==> config.mk <==
export PLATFORM = sky130hd
export DESIGN_NAME = sctc_clock_trim
export DESIGN_NICKNAME = d
export VERILOG_FILES = /design/src/logic/sctc_pkg.sv /design/src/logic/sctc_clock_trim.sv
export VERILOG_INCLUDE_DIRS = /design/src /design/src/logic
export SDC_FILE = /design/constraint.sdc
export NUM_CORES = 1
export LEC_CHECK = 0
export BUFFER_PORTS_ARGS = -buffer_cell sky130_fd_sc_hd__buf_2
export CORE_MARGIN = 3
export CORE_UTILIZATION = 45
export CTS_CLUSTER_SIZE = 16
export DETAILED_ROUTE_END_ITERATION = 8
export GPL_ROUTABILITY_DRIVEN = 0
export PLACE_DENSITY = 0.71
export SETUP_SLACK_MARGIN = 0.4
export SYNTH_ARGS = -nofsm -noshare
export SYNTH_HDL_FRONTEND = slang
export SYNTH_SLANG_ARGS = --single-unit
export TNS_END_PERCENT = 20
==> constraint.sdc <==
create_clock -name i_clock -period 1.9 [get_ports i_clock]
set_input_delay 0 -clock i_clock [delete_from_list [all_inputs] [get_ports i_clock]]
set_output_delay 0 -clock i_clock [all_outputs]
set_load 0.03 [all_outputs]
==> src/logic/sctc_params.svh <==
// Register offsets, field positions and reset values for the clock trim block
`ifndef SCTC_PARAMS_SVH
`define SCTC_PARAMS_SVH
`define SCTC_ADDR_SAMPLE_CTRL   8'h4b
`define SCTC_ADDR_TIMING_TRIM   8'h4d
`define SCTC_ADDR_CONV_SPEED    8'h4e
`define SCTC_BIT_OSC_BYPASS     8
`define SCTC_BIT_SAMPLE_EN      7
`define SCTC_BIT_SAMPLE_RSVD    6
`define SCTC_RST_SAMPLE_CTRL    16'h2612
`define SCTC_RST_TIMING_TRIM    16'h425e
`define SCTC_RST_CONV_SPEED     16'h0060
`define SCTC_CONV_FAST_CODE     16'h0040
`define SCTC_CONV_SLOW_CODE     16'h0060
`define SCTC_SAMPLE_TRIM_CENTER 6'h22
`define SCTC_BIT_TIMING_RSVD    8
`define SCTC_SAMPLE_TRIM_SLOWEST 6'h3f
`define SCTC_TIMING_TRIM_FASTEST 8'hff
`endif

==> src/logic/sctc_pkg.sv <==
// Types for the clock trim block
package sctc_pkg;
  typedef enum logic [1:0] {
    SCTC_CONV_FAST  = 2'h1,
    SCTC_CONV_SLOW  = 2'h2
  } sctc_conv_speed_e;
endpackage : sctc_pkg

==> src/logic/sctc_clock_trim.sv <==
// Sample and timing clock configuration registers with clock selection
// Summary of operation
// Bit 8 selects sample clock source; clear means internal low-rate oscillator.
// Bypass bit set takes sample clock from external clock on shared sync pin.
// Bit 7 enables the sample clock; zero disables it; resets to zero.
// Six-bit sample trim, about 0.6 kHz per step, larger is slower, reset 0x12.
// Sample trim zero is fastest, 100010 is centre, all ones is slowest.
// Eight-bit timing trim, about 109 kHz per step, larger codes are faster.
// Timing trim zero is slowest, 01011110 is reset default, all ones fastest.
// Converter register 0x0040 selects 1 MHz; 0x0060, the reset value, 500 kHz.
// Software writes zero to reserved bit 6 of sample control register.
// Fields read back last write and take effect without a reset.
`include "sctc_params.svh"
module sctc_clock_trim #(
  parameter int SAMPLE_TRIM_W = 6,
  parameter int TIMING_TRIM_W = 8
) (
  input  wire logic                     i_clock,
  input  wire logic                     i_rst,
  input  wire logic                     i_wr_en,
  input  wire logic [7:0]               i_addr,
  input  wire logic [15:0]              i_wdata,
  output logic      [15:0]              o_rdata,
  input  wire logic                     i_int_osc_clk,
  input  wire logic                     i_shared_sync_pin,
  output logic                          o_sample_clk,
  output logic                          o_sample_src_ext,
  output logic                          o_sample_clock_enable,
  output logic      [SAMPLE_TRIM_W-1:0] o_sample_clock_trim,
  output logic      [TIMING_TRIM_W-1:0] o_timing_clock_trim,
  output sctc_pkg::sctc_conv_speed_e    o_conv_speed
);
  logic [15:0] sample_ctrl_r;
  logic [15:0] timing_trim_r;
  logic [15:0] conv_speed_r;
  logic [15:0] sample_ctrl_nxt;
  logic [15:0] timing_trim_nxt;
  logic [15:0] conv_speed_nxt;
  logic [15:0] rdata_nxt;
  logic        hit_sample_ctrl;
  logic        hit_timing_trim;
  logic        hit_conv_speed;
  logic        hit_mapped;

  // Trim fields must stay below the reserved bits of their registers
  if (SAMPLE_TRIM_W < 1 || SAMPLE_TRIM_W > `SCTC_BIT_SAMPLE_RSVD) begin : g_bad_sample_trim
    $error("sample trim width out of range");
  end
  if (TIMING_TRIM_W < 1 || TIMING_TRIM_W > `SCTC_BIT_TIMING_RSVD) begin : g_bad_timing_trim
    $error("timing trim width out of range");
  end

  // One address decode shared by writes, readback and checks
  assign hit_sample_ctrl = (i_addr == `SCTC_ADDR_SAMPLE_CTRL);
  assign hit_timing_trim = (i_addr == `SCTC_ADDR_TIMING_TRIM);
  assign hit_conv_speed  = (i_addr == `SCTC_ADDR_CONV_SPEED);
  assign hit_mapped      = hit_sample_ctrl | hit_timing_trim | hit_conv_speed;

  // live register writes
  // Reserved bits kept as written, so readback always matches
  always_comb begin
    sample_ctrl_nxt = sample_ctrl_r;
    if (i_wr_en && hit_sample_ctrl) begin
      sample_ctrl_nxt = i_wdata;
    end
  end
  always_ff @(posedge i_clock) begin
    if (i_rst) begin
      sample_ctrl_r <= `SCTC_RST_SAMPLE_CTRL;
    end else begin
      sample_ctrl_r <= sample_ctrl_nxt;
    end
  end

  // timing trim default
  always_comb begin
    timing_trim_nxt = timing_trim_r;
    if (i_wr_en && hit_timing_trim) begin
      timing_trim_nxt = i_wdata;
    end
  end
  always_ff @(posedge i_clock) begin
    if (i_rst) begin
      timing_trim_r <= `SCTC_RST_TIMING_TRIM;
    end else begin
      timing_trim_r <= timing_trim_nxt;
    end
  end

  // converter speed reset
  always_comb begin
    conv_speed_nxt = conv_speed_r;
    if (i_wr_en && hit_conv_speed) begin
      conv_speed_nxt = i_wdata;
    end
  end
  always_ff @(posedge i_clock) begin
    if (i_rst) begin
      conv_speed_r <= `SCTC_RST_CONV_SPEED;
    end else begin
      conv_speed_r <= conv_speed_nxt;
    end
  end

  // readback of last write
  // Registered so read data never follows address glitches
  always_comb begin
    rdata_nxt = 16'h0000;
    if (hit_sample_ctrl) begin
      rdata_nxt = sample_ctrl_r;
    end else if (hit_timing_trim) begin
      rdata_nxt = timing_trim_r;
    end else if (hit_conv_speed) begin
      rdata_nxt = conv_speed_r;
    end
  end
  always_ff @(posedge i_clock) begin
    if (i_rst) begin
      o_rdata <= 16'h0000;
    end else begin
      o_rdata <= rdata_nxt;
    end
  end

  // source select
  assign o_sample_src_ext = sample_ctrl_r[`SCTC_BIT_OSC_BYPASS];
  // enable bit
  assign o_sample_clock_enable = sample_ctrl_r[`SCTC_BIT_SAMPLE_EN];
  // Gated mux; a glitch-free cell replaces this in silicon
  assign o_sample_clk = o_sample_clock_enable &
                        (o_sample_src_ext ? i_shared_sync_pin : i_int_osc_clk);
  // sample trim to oscillator
  assign o_sample_clock_trim = sample_ctrl_r[SAMPLE_TRIM_W-1:0];
  // timing trim to oscillator
  assign o_timing_clock_trim = timing_trim_r[TIMING_TRIM_W-1:0];
  // speed decode; unknown codes fall back to the slow, safe rate
  assign o_conv_speed = (conv_speed_r == `SCTC_CONV_FAST_CODE) ?
                        sctc_pkg::SCTC_CONV_FAST : sctc_pkg::SCTC_CONV_SLOW;

  a_sample_write: assert property (@(posedge i_clock) disable iff (i_rst)
    i_wr_en && i_addr == `SCTC_ADDR_SAMPLE_CTRL |=> sample_ctrl_r == $past(i_wdata))
    else $error("sample control write lost");
  a_timing_write: assert property (@(posedge i_clock) disable iff (i_rst)
    i_wr_en && i_addr == `SCTC_ADDR_TIMING_TRIM |=> o_timing_clock_trim == $past(i_wdata[7:0]))
    else $error("timing trim not applied");
  a_trim_reset: assert property (@(posedge i_clock)
    i_rst |=> o_sample_clock_trim == 6'h12 && !o_sample_clock_enable && !o_sample_src_ext)
    else $error("sample control reset wrong");
  a_timing_reset: assert property (@(posedge i_clock)
    i_rst |=> o_timing_clock_trim == 8'h5e)
    else $error("timing trim reset wrong");
  a_conv_reset: assert property (@(posedge i_clock)
    i_rst |=> o_conv_speed == sctc_pkg::SCTC_CONV_SLOW)
    else $error("converter speed reset wrong");
  a_conv_fast: assert property (@(posedge i_clock) disable iff (i_rst)
    i_wr_en && i_addr == `SCTC_ADDR_CONV_SPEED && i_wdata == 16'h0040
    |=> o_conv_speed == sctc_pkg::SCTC_CONV_FAST)
    else $error("fast converter clock not selected");
  a_clk_gated: assert property (@(posedge i_clock) disable iff (i_rst)
    !o_sample_clock_enable |-> !o_sample_clk)
    else $error("sample clock runs while disabled");
  a_clk_source: assert property (@(posedge i_clock) disable iff (i_rst)
    o_sample_clock_enable && o_sample_src_ext |-> o_sample_clk == i_shared_sync_pin)
    else $error("external clock not selected");
  a_clk_internal: assert property (@(posedge i_clock) disable iff (i_rst)
    o_sample_clock_enable && !o_sample_src_ext |-> o_sample_clk == i_int_osc_clk)
    else $error("internal oscillator not selected");
  a_readback: assert property (@(posedge i_clock) disable iff (i_rst)
    i_addr == `SCTC_ADDR_TIMING_TRIM |=> o_rdata == $past(timing_trim_r))
    else $error("timing trim readback wrong");


  // Field, readback and hold checks
  a_sample_fields: assert property (@(posedge i_clock) disable iff (i_rst)
    i_wr_en && hit_sample_ctrl
    |=> o_sample_clock_enable == $past(i_wdata[`SCTC_BIT_SAMPLE_EN])
        && o_sample_src_ext == $past(i_wdata[`SCTC_BIT_OSC_BYPASS])
        && o_sample_clock_trim == $past(i_wdata[SAMPLE_TRIM_W-1:0]))
    else $error("sample control fields not applied");
  a_conv_slow: assert property (@(posedge i_clock) disable iff (i_rst)
    i_wr_en && hit_conv_speed && i_wdata != `SCTC_CONV_FAST_CODE
    |=> o_conv_speed == sctc_pkg::SCTC_CONV_SLOW)
    else $error("slow converter clock not selected");
  a_sample_rb: assert property (@(posedge i_clock) disable iff (i_rst)
    hit_sample_ctrl
    |=> o_rdata == $past(sample_ctrl_r))
    else $error("sample control readback wrong");
  a_conv_rb: assert property (@(posedge i_clock) disable iff (i_rst)
    hit_conv_speed
    |=> o_rdata == $past(conv_speed_r))
    else $error("converter speed readback wrong");
  a_unmapped_rd: assert property (@(posedge i_clock) disable iff (i_rst)
    !hit_mapped
    |=> o_rdata == 16'h0000)
    else $error("unmapped address did not read zero");
  a_sample_hold: assert property (@(posedge i_clock) disable iff (i_rst)
    !(i_wr_en && hit_sample_ctrl)
    |=> $stable(sample_ctrl_r))
    else $error("sample control changed without a write");
  a_timing_hold: assert property (@(posedge i_clock) disable iff (i_rst)
    !(i_wr_en && hit_timing_trim)
    |=> $stable(timing_trim_r))
    else $error("timing trim changed without a write");
  a_conv_hold: assert property (@(posedge i_clock) disable iff (i_rst)
    !(i_wr_en && hit_conv_speed)
    |=> $stable(conv_speed_r))
    else $error("converter speed changed without a write");
  a_stray_write: assert property (@(posedge i_clock) disable iff (i_rst)
    i_wr_en && !hit_mapped
    |=> $stable(sample_ctrl_r) && $stable(timing_trim_r)
        && $stable(conv_speed_r))
    else $error("unmapped write changed a register");
  a_rdata_reset: assert property (@(posedge i_clock)
    i_rst |=> o_rdata == 16'h0000)
    else $error("read data not cleared by reset");

  // Main scenarios the bench is expected to reach
  c_bypass: cover property (@(posedge i_clock) o_sample_src_ext && o_sample_clock_enable);
  c_fast: cover property (@(posedge i_clock) o_conv_speed == sctc_pkg::SCTC_CONV_FAST);
  c_center: cover property (@(posedge i_clock)
    o_sample_clock_trim == `SCTC_SAMPLE_TRIM_CENTER);
  c_trim_slowest: cover property (@(posedge i_clock)
    o_sample_clock_trim == `SCTC_SAMPLE_TRIM_SLOWEST);
  c_timing_fastest: cover property (@(posedge i_clock)
    o_timing_clock_trim == `SCTC_TIMING_TRIM_FASTEST);
endmodule : sctc_clock_trim

==> flow_summary.yaml, run 1 <==
die:
  die-area_sq_um: 7791
  fp.coreArea_sq_um: 6459
  start_util: 0.4715
  die_y_um: 88.27
  chipWidth_um: 88.27
  fp-row-count: 29
  ios: 64
worst_setup_path:
  end_kind: "primary output"
  path_max_fanout: 3
  critPathLaunchType: "register"
  cp.arrival_ns: 1.49
  critPathRequiredTime_ns: 1.90
  slowest_stage: "dfxtp_2"
  slowest_delay_ns: 0.34
  critical_path.cell_chain: "nor4_4 -> nand4_1 -> inv_1 -> buf_6"
  crit_type: "register to primary output"
global_route:
  grt.total_usage: 0.1906
  grt_pass1_wl_mm: 11.49
  busiest_layer: "met2"
  grt_pass1_vias: 2406
  gr-usage-met3: 0.03445
  grt_antenna_before_repair: 0
  use_met2: 0.3188
  gr-total-overflow: 0
  grt_use_met1: 0.2317
  grt_start_max_net_pins: 38
place:
  post-dp-hpwl_mm: 4.674
  portBuffers: 63
  numPlacedInstances: 436
outcome:
  status: "finished, final reports clean"
logic_synthesis:
  synth_warnings: 0
  ys_types: 25
  synth_edf_count: 0
  syn_area_per_cell_sq_um: 9.342
  syn-num-nets: 355
  synth_area_leaders: "dfxtp_1 42%, mux2i_1 16%, nand2b_1 10%, and3b_1 5.2%, nor2_1 4.9%"
  synthArstFlopShare: 0
  seq_area_frac_synth: 0.4207
  yosysTopAreaCellShare: 0.4207
  ys.flop_type: "dfxtp_1"
  synthTopCellsByCount: "64 x dfxtp_1, 50 x nand2b_1, 49 x mux2i_1, 40 x nor2_1, 18 x and3b_1"
  synth_seq_cells: 64
  yosysMostFrequentCell: "dfxtp_1"
  syn_area_sq_um: 3045
  yosys.area.top_type: "dfxtp_1"
  synthCells: 326
cts:
  cts_made_buffers: 9
  clkTransAtPathRegs_ns: 0.07
  clock-sinks: 64
  cts_root_buf: "clkbuf_8"
  cts_setup_buffers: 0
  htree_levels: 3
  cts_tree: "yes"
  clk_path_buf_depth: 2
  worstSkewPairLatency_ns: 0.34
drt:
  vias: 2390
  vias_per_cell: 5.107
  ant_nets: 0
  routedWlPerCell_um: 14.66
  drt-total-wl_mm: 6.861
  drt_iter0_drc: 130
  drcViolationCount: 0
  first_pass_iters: 4
power_and_ir_drop:
  p_int_mw: 2.185
  p_switching_mw: 0.6009
  power_density_nw_per_um2: 753.4
  power.leakage_nw: 1.669
  switching_share: 0.2157
  clockPowerShare: 0.448
  p_seq_frac: 0.483
  combPwrFrac: 0.069
  vdd_drop_max_uv: 304.5
  fin_total_pwr_mw: 2.785
sta:
  final-setup-viol-count: 0
  worstMarginPinSlew_ns: 0.4143
  finalSetupTns_ns: 0
  fin_crit_ns: 1.489
  fmax_mhz: 671.7
  rsz0062_at_grt: "true"
  finalHoldViolations: 0
  fin_crit_sh: 0.7835
  clock_skew_ns: 0.006353
  relSlewSlack: 0.7238
  drv_slew: 0
final_layout:
  areaGrowthSynthToFinish_pct: 21.41
  fillers: 589
  utilization: 0.5725
  drive_gt1_frac: 0.2430
  antenna_cells: 0
  fin_cells: 468
  nets: 415
min_path:
  holdCritPathClass: "input pin to register"
flow_run:
  maxCapViolations: 0
[flip-flops by register name (all words and copies together) (netlist names)]
register       cells
conv_speed_r      16
o_rdata           16
sample_ctrl_r     16
timing_trim_r     16
[area by class of cell]
class | instances | area, sq um | area share
Inverter | 1 | 3.754 | 0.001015
Sequential cell | 64 | 1284 | 0.3472
Multi-Input combinational cell | 222 | 1546 | 0.4183
Clock buffer | 14 | 182.7 | 0.04941
Timing Repair Buffer | 88 | 549.3 | 0.1486
Clock inverter | 2 | 35.03 | 0.009475
Tap cell | 77 | 96.34 | 0.02606
[cell usage in the layout, fill, tap and decap left out]
master         synthesis  final
nand3b_1               1      1
nand3b_2               1      1
nor2_1                40     40
inv_1                  1      1
mux2i_1               49     49
and3_4                 1      1
and4_1                 1      1
bufinv_16              0      1
nor4_1                 3      1
o21ai_0               16     16
nor2b_1                3      3
a211oi_1              16     16
nand3_1                1      1
nand4_1                3      3
nand2b_1              50     50
dfxtp_2                0      2
clkinv_2               0      1
and3b_1               18     18
dfxtp_1               64     62
clkbuf_1              13      1
and2_1                 1      1
buf_2                  7     62
nor4_4                 0      2
buf_6                  3      1
nor4b_4                1      1
nor4b_2                0      1
buf_4                 15      9
clkbuf_8               0     13
nand2_1               16     16
dlygate4sd3_1          0     16
[metal layers]
metal	wire length [um]	vias up	part of all wire
li1	-	1211	-
met3	296	16	0.043
met5	0	-	0
met4	172	0	0.025
met1	2999	1100	0.44
met2	3392	63	0.49
[worst max-delay path, delay by kind of cell, from the launching register on]
kind	cells	cell delay (ns)
buffers and inverters	2	0.25
flip-flops	1	0.34
AND/OR/NAND/NOR	2	0.55
[power by group through the flow]
| stage | Clock [mW] | Combinational [mW] | Sequential, mW |
|---|---|---|---|
| after global placement | 0 | 0.166 | 1.37 |
| after global routing | 1.33 | 0.213 | 1.34 |
| after detailed placement | 0 | 0.167 | 1.37 |
| after floorplan | 0 | 0.105 | 1.38 |
| after CTS | 1.26 | 0.193 | 1.34 |
| final | 1.25 | 0.193 | 1.34 |
[cells by family (layout without fill, tap and decap cells)]
logic type	count (synthesis)	in the layout	share of synthesized area
simple gates	141	141	0.2691
compound gates	32	32	0.06574
flops	64	64	0.4207
buf+inv	40	105	0.08340
mux	49	49	0.1611
[stage by stage]
step           hold WS (ns)  cell area, sq um  setup slack, ns
6_report            0.02146              3697           0.4113
5_1_grt             0.04614              3697           0.3389
4_1_cts             0.01810              3686           0.4006
3_5_place_dp         0.2817              3274           0.5077
3_3_place_gp         0.2708              3274           0.5673
2_1_floorplan        0.1553              3045           0.6044
[timing repair]
action | in CTS | in global routing
pin swaps | 2 | 3
endpoints found under the hold margin | 44 | 0
resized for setup | 6 | 3
hold buffers | 16 | 0
setup endpoints to repair | 2 | 2
[path summary, 6_finish.rpt]
path / start / to / slack (ns) / cells after the start
setup reg to reg: conv_speed_r[5]$_SDFFE_PP1P_ / o_rdata[5]$_SDFF_PP0_ / 0.91 / 3
setup / recovery: conv_speed_r[2]$_SDFFE_PP0P_ / o_conv_speed[0] / 0.41 / 4
hold / removal: i_rst / timing_trim_r[3]$_SDFFE_PP1P_ / 0.02 / 3
hold reg to reg: timing_trim_r[10]$_SDFFE_PP0P_ / o_rdata[10]$_SDFF_PP0_ / 0.45 / 2
Power figures use the tool's default switching activity.
==> run 2, diff against run 1 <==
- PLACE_DENSITY: 0.71 -> 0.73
- clock period: 1.9 -> 1.2 ns (I/O delays scaled with it)
==> run 2 against run 1 <==
- the flow now finishes with violations (hold timing, setup timing)
- sequential power increased by 58%
- largest power group unchanged
- combinational power increased by 93%
- critical path depth increased by 1
- cell count increased by 4.7%
- first-iteration DRC count increased by 81%
- design area increased by 16%
- global-route usage increased by 2.1 points
==> flow_summary.yaml, run 2 (synthesis gave the netlist of run 1 again) <==
outcome:
  status: "complete, but fails checks"
  violations: "hold timing, setup timing"
worst_setup_path:
  cp.arrival_ns: 1.54
  end_kind: "primary output"
  crit_end: "o_conv_speed[0]"
  rrSetupSlack_ns: 0.23
  critPathRequiredTime_ns: 1.20
  rr_endpoint: "o_rdata[3]$_SDFF_PP0_"
  startpoint: "conv_speed_r[2]$_SDFFE_PP0P_"
  path_max_fanout: 3
  rr_worst_depth: 4
  crit_type: "register to primary output"
  critPathLaunchType: "register"
  rr_startpoint: "conv_speed_r[3]$_SDFFE_PP0P_"
global_route:
  grt_start_max_net_pins: 38
  grt.total_usage: 0.2116
  grt_pass1_vias: 2544
  grt_pass1_wl_mm: 12.52
  gr-total-overflow: 0
  grt_antenna_before_repair: 0
final_layout:
  final_cell_mix: "50 x nand2b_1, 47 x mux2i_1, 46 x buf_6"
  areaGrowthSynthToFinish_pct: 41.37
  finalInstanceArea_sq_um: 4305
  antenna_cells: 0
  nets: 437
  drive_gt1_frac: 0.4576
  final_common_cell: "nand2b_1"
cts:
  htree_levels: 3
  worstSkewPairLatency_ns: 0.35
  cts_root_buf: "clkbuf_8"
  clkTransAtPathRegs_ns: 0.07
  clock-sinks: 64
  cts_tree: "yes"
  cts_made_buffers: 9
  clk_path_buf_depth: 2
die:
  die_y_um: 88.27
  start_util: 0.4715
  fp-row-count: 29
  fp.coreArea_sq_um: 6459
  chipWidth_um: 88.27
  ios: 64
  die-area_sq_um: 7791
drt:
  vias: 2603
  routedWlPerCell_um: 16.49
  first_pass_iters: 4
  ant_nets: 0
  drt_iter0_drc: 235
  vias_per_cell: 5.312
  drcViolationCount: 0
  drt-total-wl_mm: 8.079
flow_run:
  maxCapViolations: 0
sta:
  rsz0062_at_grt: "true"
  relSlewSlack: 0.7982
  fmax_mhz: 647.8
  clock_skew_ns: 0.007738
  fin_hold_ws_ns: -0.0003845
  finalHoldViolations: 1
  fin_crit_ns: 1.544
  final-setup-viol-count: 2
  worstMarginPinSlew_ns: 0.3028
  drv_slew: 0
  worst_slack_ns: -0.3438
  fin_crit_sh: 1.286
place:
  portBuffers: 63
  post-dp-hpwl_mm: 5.053
  placed_area_sq_um: 3427
min_path:
  holdCritPathClass: "input pin to register"
power_and_ir_drop:
  power.leakage_nw: 1.842
  vdd_drop_max_uv: 621.5
  power_density_nw_per_um2: 1012
  fin_total_pwr_mw: 4.355
[run 2: cell count changes in the layout (fill, tap and decap cells not counted), sizes merged]
| cell | previous run | this run |
|---|---|---|
| buf | 72 | 93 |
| clkbuf | 14 | 11 |
| clkinv | 1 | 3 |
| and3 | 1 | 2 |
| clkinvlp | 0 | 1 |
[run 2: through the flow]
stage	setup TNS, ns	instances	worst slack (ns)	utilization	hold WS [ns]
after floorplan	-0.01341	326	-0.01341	-	0.1553
after detailed placement	-0.7198	450	-0.08158	0.5306	0.2859
after global placement	-0.1289	450	-0.07716	0.5306	0.2704
after global routing	-0.7415	490	-0.3896	0.6666	0.007358
final	-0.6580	490	-0.3438	0.6666	-0.0003845
after CTS	-0.6519	487	-0.3367	0.6476	-0.01584
[run 2: power by group]
group / switching [mW] / internal [mW]
combinational: 0.191 / 0.182
sequential: 0.00230 / 2.12
clock: 0.851 / 1.01
total: 1.04 / 3.31
[run 2: layout make-up]
| type | count | area (sq um) |
|---|---|---|
| Tap cell | 77 | 96.34 |
| Sequential cell | 64 | 1351 |
| Multi-Input combinational cell | 223 | 1663 |
| Inverter | 1 | 3.754 |
| Clock inverter | 5 | 56.30 |
| Fill cell | 482 | 2153 |
| Clock buffer | 11 | 141.4 |
| Timing Repair Buffer | 109 | 993.5 |
[run 2: how the worst min path moves through the flow]
stage	to	from	slack [ns]	cells past startpoint
floorplan	sample_ctrl_r[6]$_SDFFE_PP0P_	i_wdata[6]	0.16	2
global placement	timing_trim_r[2]$_SDFFE_PP1P_	i_wdata[2]	0.27	3
detailed placement	conv_speed_r[1]$_SDFFE_PP0P_	i_wdata[1]	0.29	3
CTS	o_rdata[14]$_SDFF_PP0_	i_addr[3]	-0.02	3
global route	o_rdata[14]$_SDFF_PP0_	i_addr[3]	0.007	3
finish	o_rdata[14]$_SDFF_PP0_	i_addr[3]	-0.0004	3
[run 2: critical path, cell delays in order, from the launching register on]
cell     delay, ns
dfxtp_2       0.34
nor4_4        0.30
buf_4         0.15
nand4_1       0.18
inv_2         0.10
buf_6         0.13
[run 2: per-layer routing]
metal  track usage  part of all wire  up-vias
met5             0                 0        -
met4       0.08791             0.023        0
met3       0.05028             0.047       16
met2        0.3413              0.50       72
met1        0.2726              0.43     1253
li1              -                 -     1262
[run 2: timing repair]
action                                  CTS  global route
pin swaps                                37            19
gates resized for setup                 150            26
hold buffers                             16             0
endpoints found under the setup margin   83            93
gates cloned                              0             1
endpoints found under the hold margin    47             0
buffers inserted                          5             2
==> run 3, diff against run 2 <==
- CORE_MARGIN: 3 -> not set
- PLACE_DENSITY: 0.73 -> not set
- PLACE_DENSITY_LB_ADDON: not set -> 0.08
- SKIP_LAST_GASP: not set -> 1
==> run 3 against run 2 <==
- the flow finishes with violations (DRC, setup timing)
- worst hold slack improved by 0.13 ns
- clock skew decreased by 0.0018 ns
- die area decreased by 8.9%
- register-to-register slack about the same
- non-clock buffer count decreased by 3
- largest cell class unchanged
- flip-flop and latch count unchanged
==> flow_summary.yaml, run 3 (synthesis gave the netlist of run 1 again) <==
outcome:
  status: "complete, but fails checks"
  violations: "DRC, setup timing"
sta:
  fin_crit_ns: 1.409
  fin_hold_ws_ns: 0.1261
  rsz0062_at_grt: "true"
  finalSetupTns_ns: -0.3967
  final-setup-viol-count: 2
  finalHoldViolations: 0
  worst_slack_ns: -0.2095
  clock_skew_ns: 0.005969
  relSlewSlack: 0.8157
  fin_crit_sh: 1.175
  drv_slew: 0
  worstMarginPinSlew_ns: 0.2764
  fmax_mhz: 709.5
final_layout:
  fin_cells: 486
  final_cell_mix: "50 x nand2b_1, 49 x buf_2, 48 x mux2i_1"
  finalInstanceArea_sq_um: 4053
  utilization: 0.6275
  final_common_cell: "nand2b_1"
  antenna_cells: 0
  areaGrowthSynthToFinish_pct: 33.07
  drive_gt1_frac: 0.3667
  nets: 433
  fillers: 571
drt:
  vias: 2475
  drt-total-wl_mm: 7.286
  ant_nets: 0
  vias_per_cell: 5.093
  drt_iter0_drc: 134
  first_pass_iters: 6
  routedWlPerCell_um: 14.99
  drcViolationCount: 10
cts:
  worstSkewPairLatency_ns: 0.34
  clock-sinks: 64
  clkTransAtPathRegs_ns: 0.08
  htree_levels: 3
  cts_root_buf: "clkbuf_8"
  cts_made_buffers: 9
  cts_tree: "yes"
  clk_path_buf_depth: 2
place:
  portBuffers: 63
  placed_area_sq_um: 3447
  pre_cts_ws_ns: -0.09182
  post-dp-hpwl_mm: 4.579
  numPlacedInstances: 446
worst_setup_path:
  slowest_stage: "dfxtp_4"
  crit_type: "register to primary output"
  path_buf_inv: 2
  critPathRequiredTime_ns: 1.20
  critical_path.cell_chain: "nor4_4 -> nand4_1 -> inv_2 -> buf_6"
  slowest_delay_ns: 0.36
  critPathLaunchType: "register"
  crit_family: "simple AND/OR/NAND/NOR gates"
  cp.arrival_ns: 1.41
  path_max_fanout: 3
  end_kind: "primary output"
power_and_ir_drop:
  power.leakage_nw: 1.790
  vdd_drop_max_uv: 608.7
  clockPowerShare: 0.402
  p_int_mw: 3.087
  combPwrFrac: 0.085
  fin_total_pwr_mw: 4.136
  p_seq_frac: 0.513
  p_switching_mw: 1.049
  switching_share: 0.2537
  power_density_nw_per_um2: 1021
global_route:
  gr-total-overflow: 0
  grt_antenna_before_repair: 0
  grt_pass1_wl_mm: 11.72
  grt_pass1_vias: 2457
  grt.total_usage: 0.2119
  grt_start_max_net_pins: 75
flow_run:
  maxCapViolations: 0
die:
  die-area_sq_um: 7101
  fp-row-count: 29
  chipWidth_um: 84.27
  fp.coreArea_sq_um: 6459
  start_util: 0.4715
  ios: 64
  die_y_um: 84.27
min_path:
  holdCritPathClass: "input pin to register"
## run 3: timing repair
action	CTS	global route
pin swaps	15	12
hold buffers	16	0
setup buffers	6	2
endpoints found under the setup margin	99	94
resized for setup	42	49
hold endpoints to repair	48	0
cloned	0	0
## run 3: path summary, 6_finish.rpt
kind / start / end / slack, ns / cells past startpoint
worst max-delay path: conv_speed_r[3]$_SDFFE_PP0P_ / o_conv_speed[0] / -0.21 / 4
worst min-delay path: i_addr[3] / o_rdata[6]$_SDFF_PP0_ / 0.13 / 4
worst max register to register: conv_speed_r[5]$_SDFFE_PP1P_ / o_rdata[5]$_SDFF_PP0_ / 0.24 / 4
worst min register to register: timing_trim_r[14]$_SDFFE_PP1P_ / o_rdata[14]$_SDFF_PP0_ / 0.46 / 2
## run 3: cell type report
type / instances / area (sq um) / area share
clock buffer: 11 / 141.4 / 0.03489
clock inverter: 5 / 32.53 / 0.008027
inverter: 1 / 3.754 / 0.0009262
multi-input combinational: 222 / 1609 / 0.3970
sequential: 64 / 1321 / 0.3260
tap: 77 / 96.34 / 0.02377
timing repair buffer: 106 / 848.3 / 0.2093
## run 3: worst min-delay path: stages
cell      delay, ns
buf_2          0.11
nand3b_2       0.10
buf_12         0.16
a211oi_2       0.04
## run 3: metal layers
metal,wire length [um],part of all wire,global-route usage,up-vias
met4,106,0.015,0.08934,0
li1,-,-,-,1249
met1,3684,0.51,0.2770,1170
met2,3282,0.45,0.3450,45
met3,212,0.029,0.03835,11
met5,0,0,0,-
## run 3: power groups by stage
stage / logic (mW) / registers (mW) / clock network (mW)
floorplan: 0.170 / 2.18 / 0
global placement: 0.288 / 2.17 / 0
detailed placement: 0.288 / 2.17 / 0
CTS: 0.337 / 2.12 / 1.70
global route: 0.381 / 2.12 / 1.80
finish: 0.351 / 2.12 / 1.66
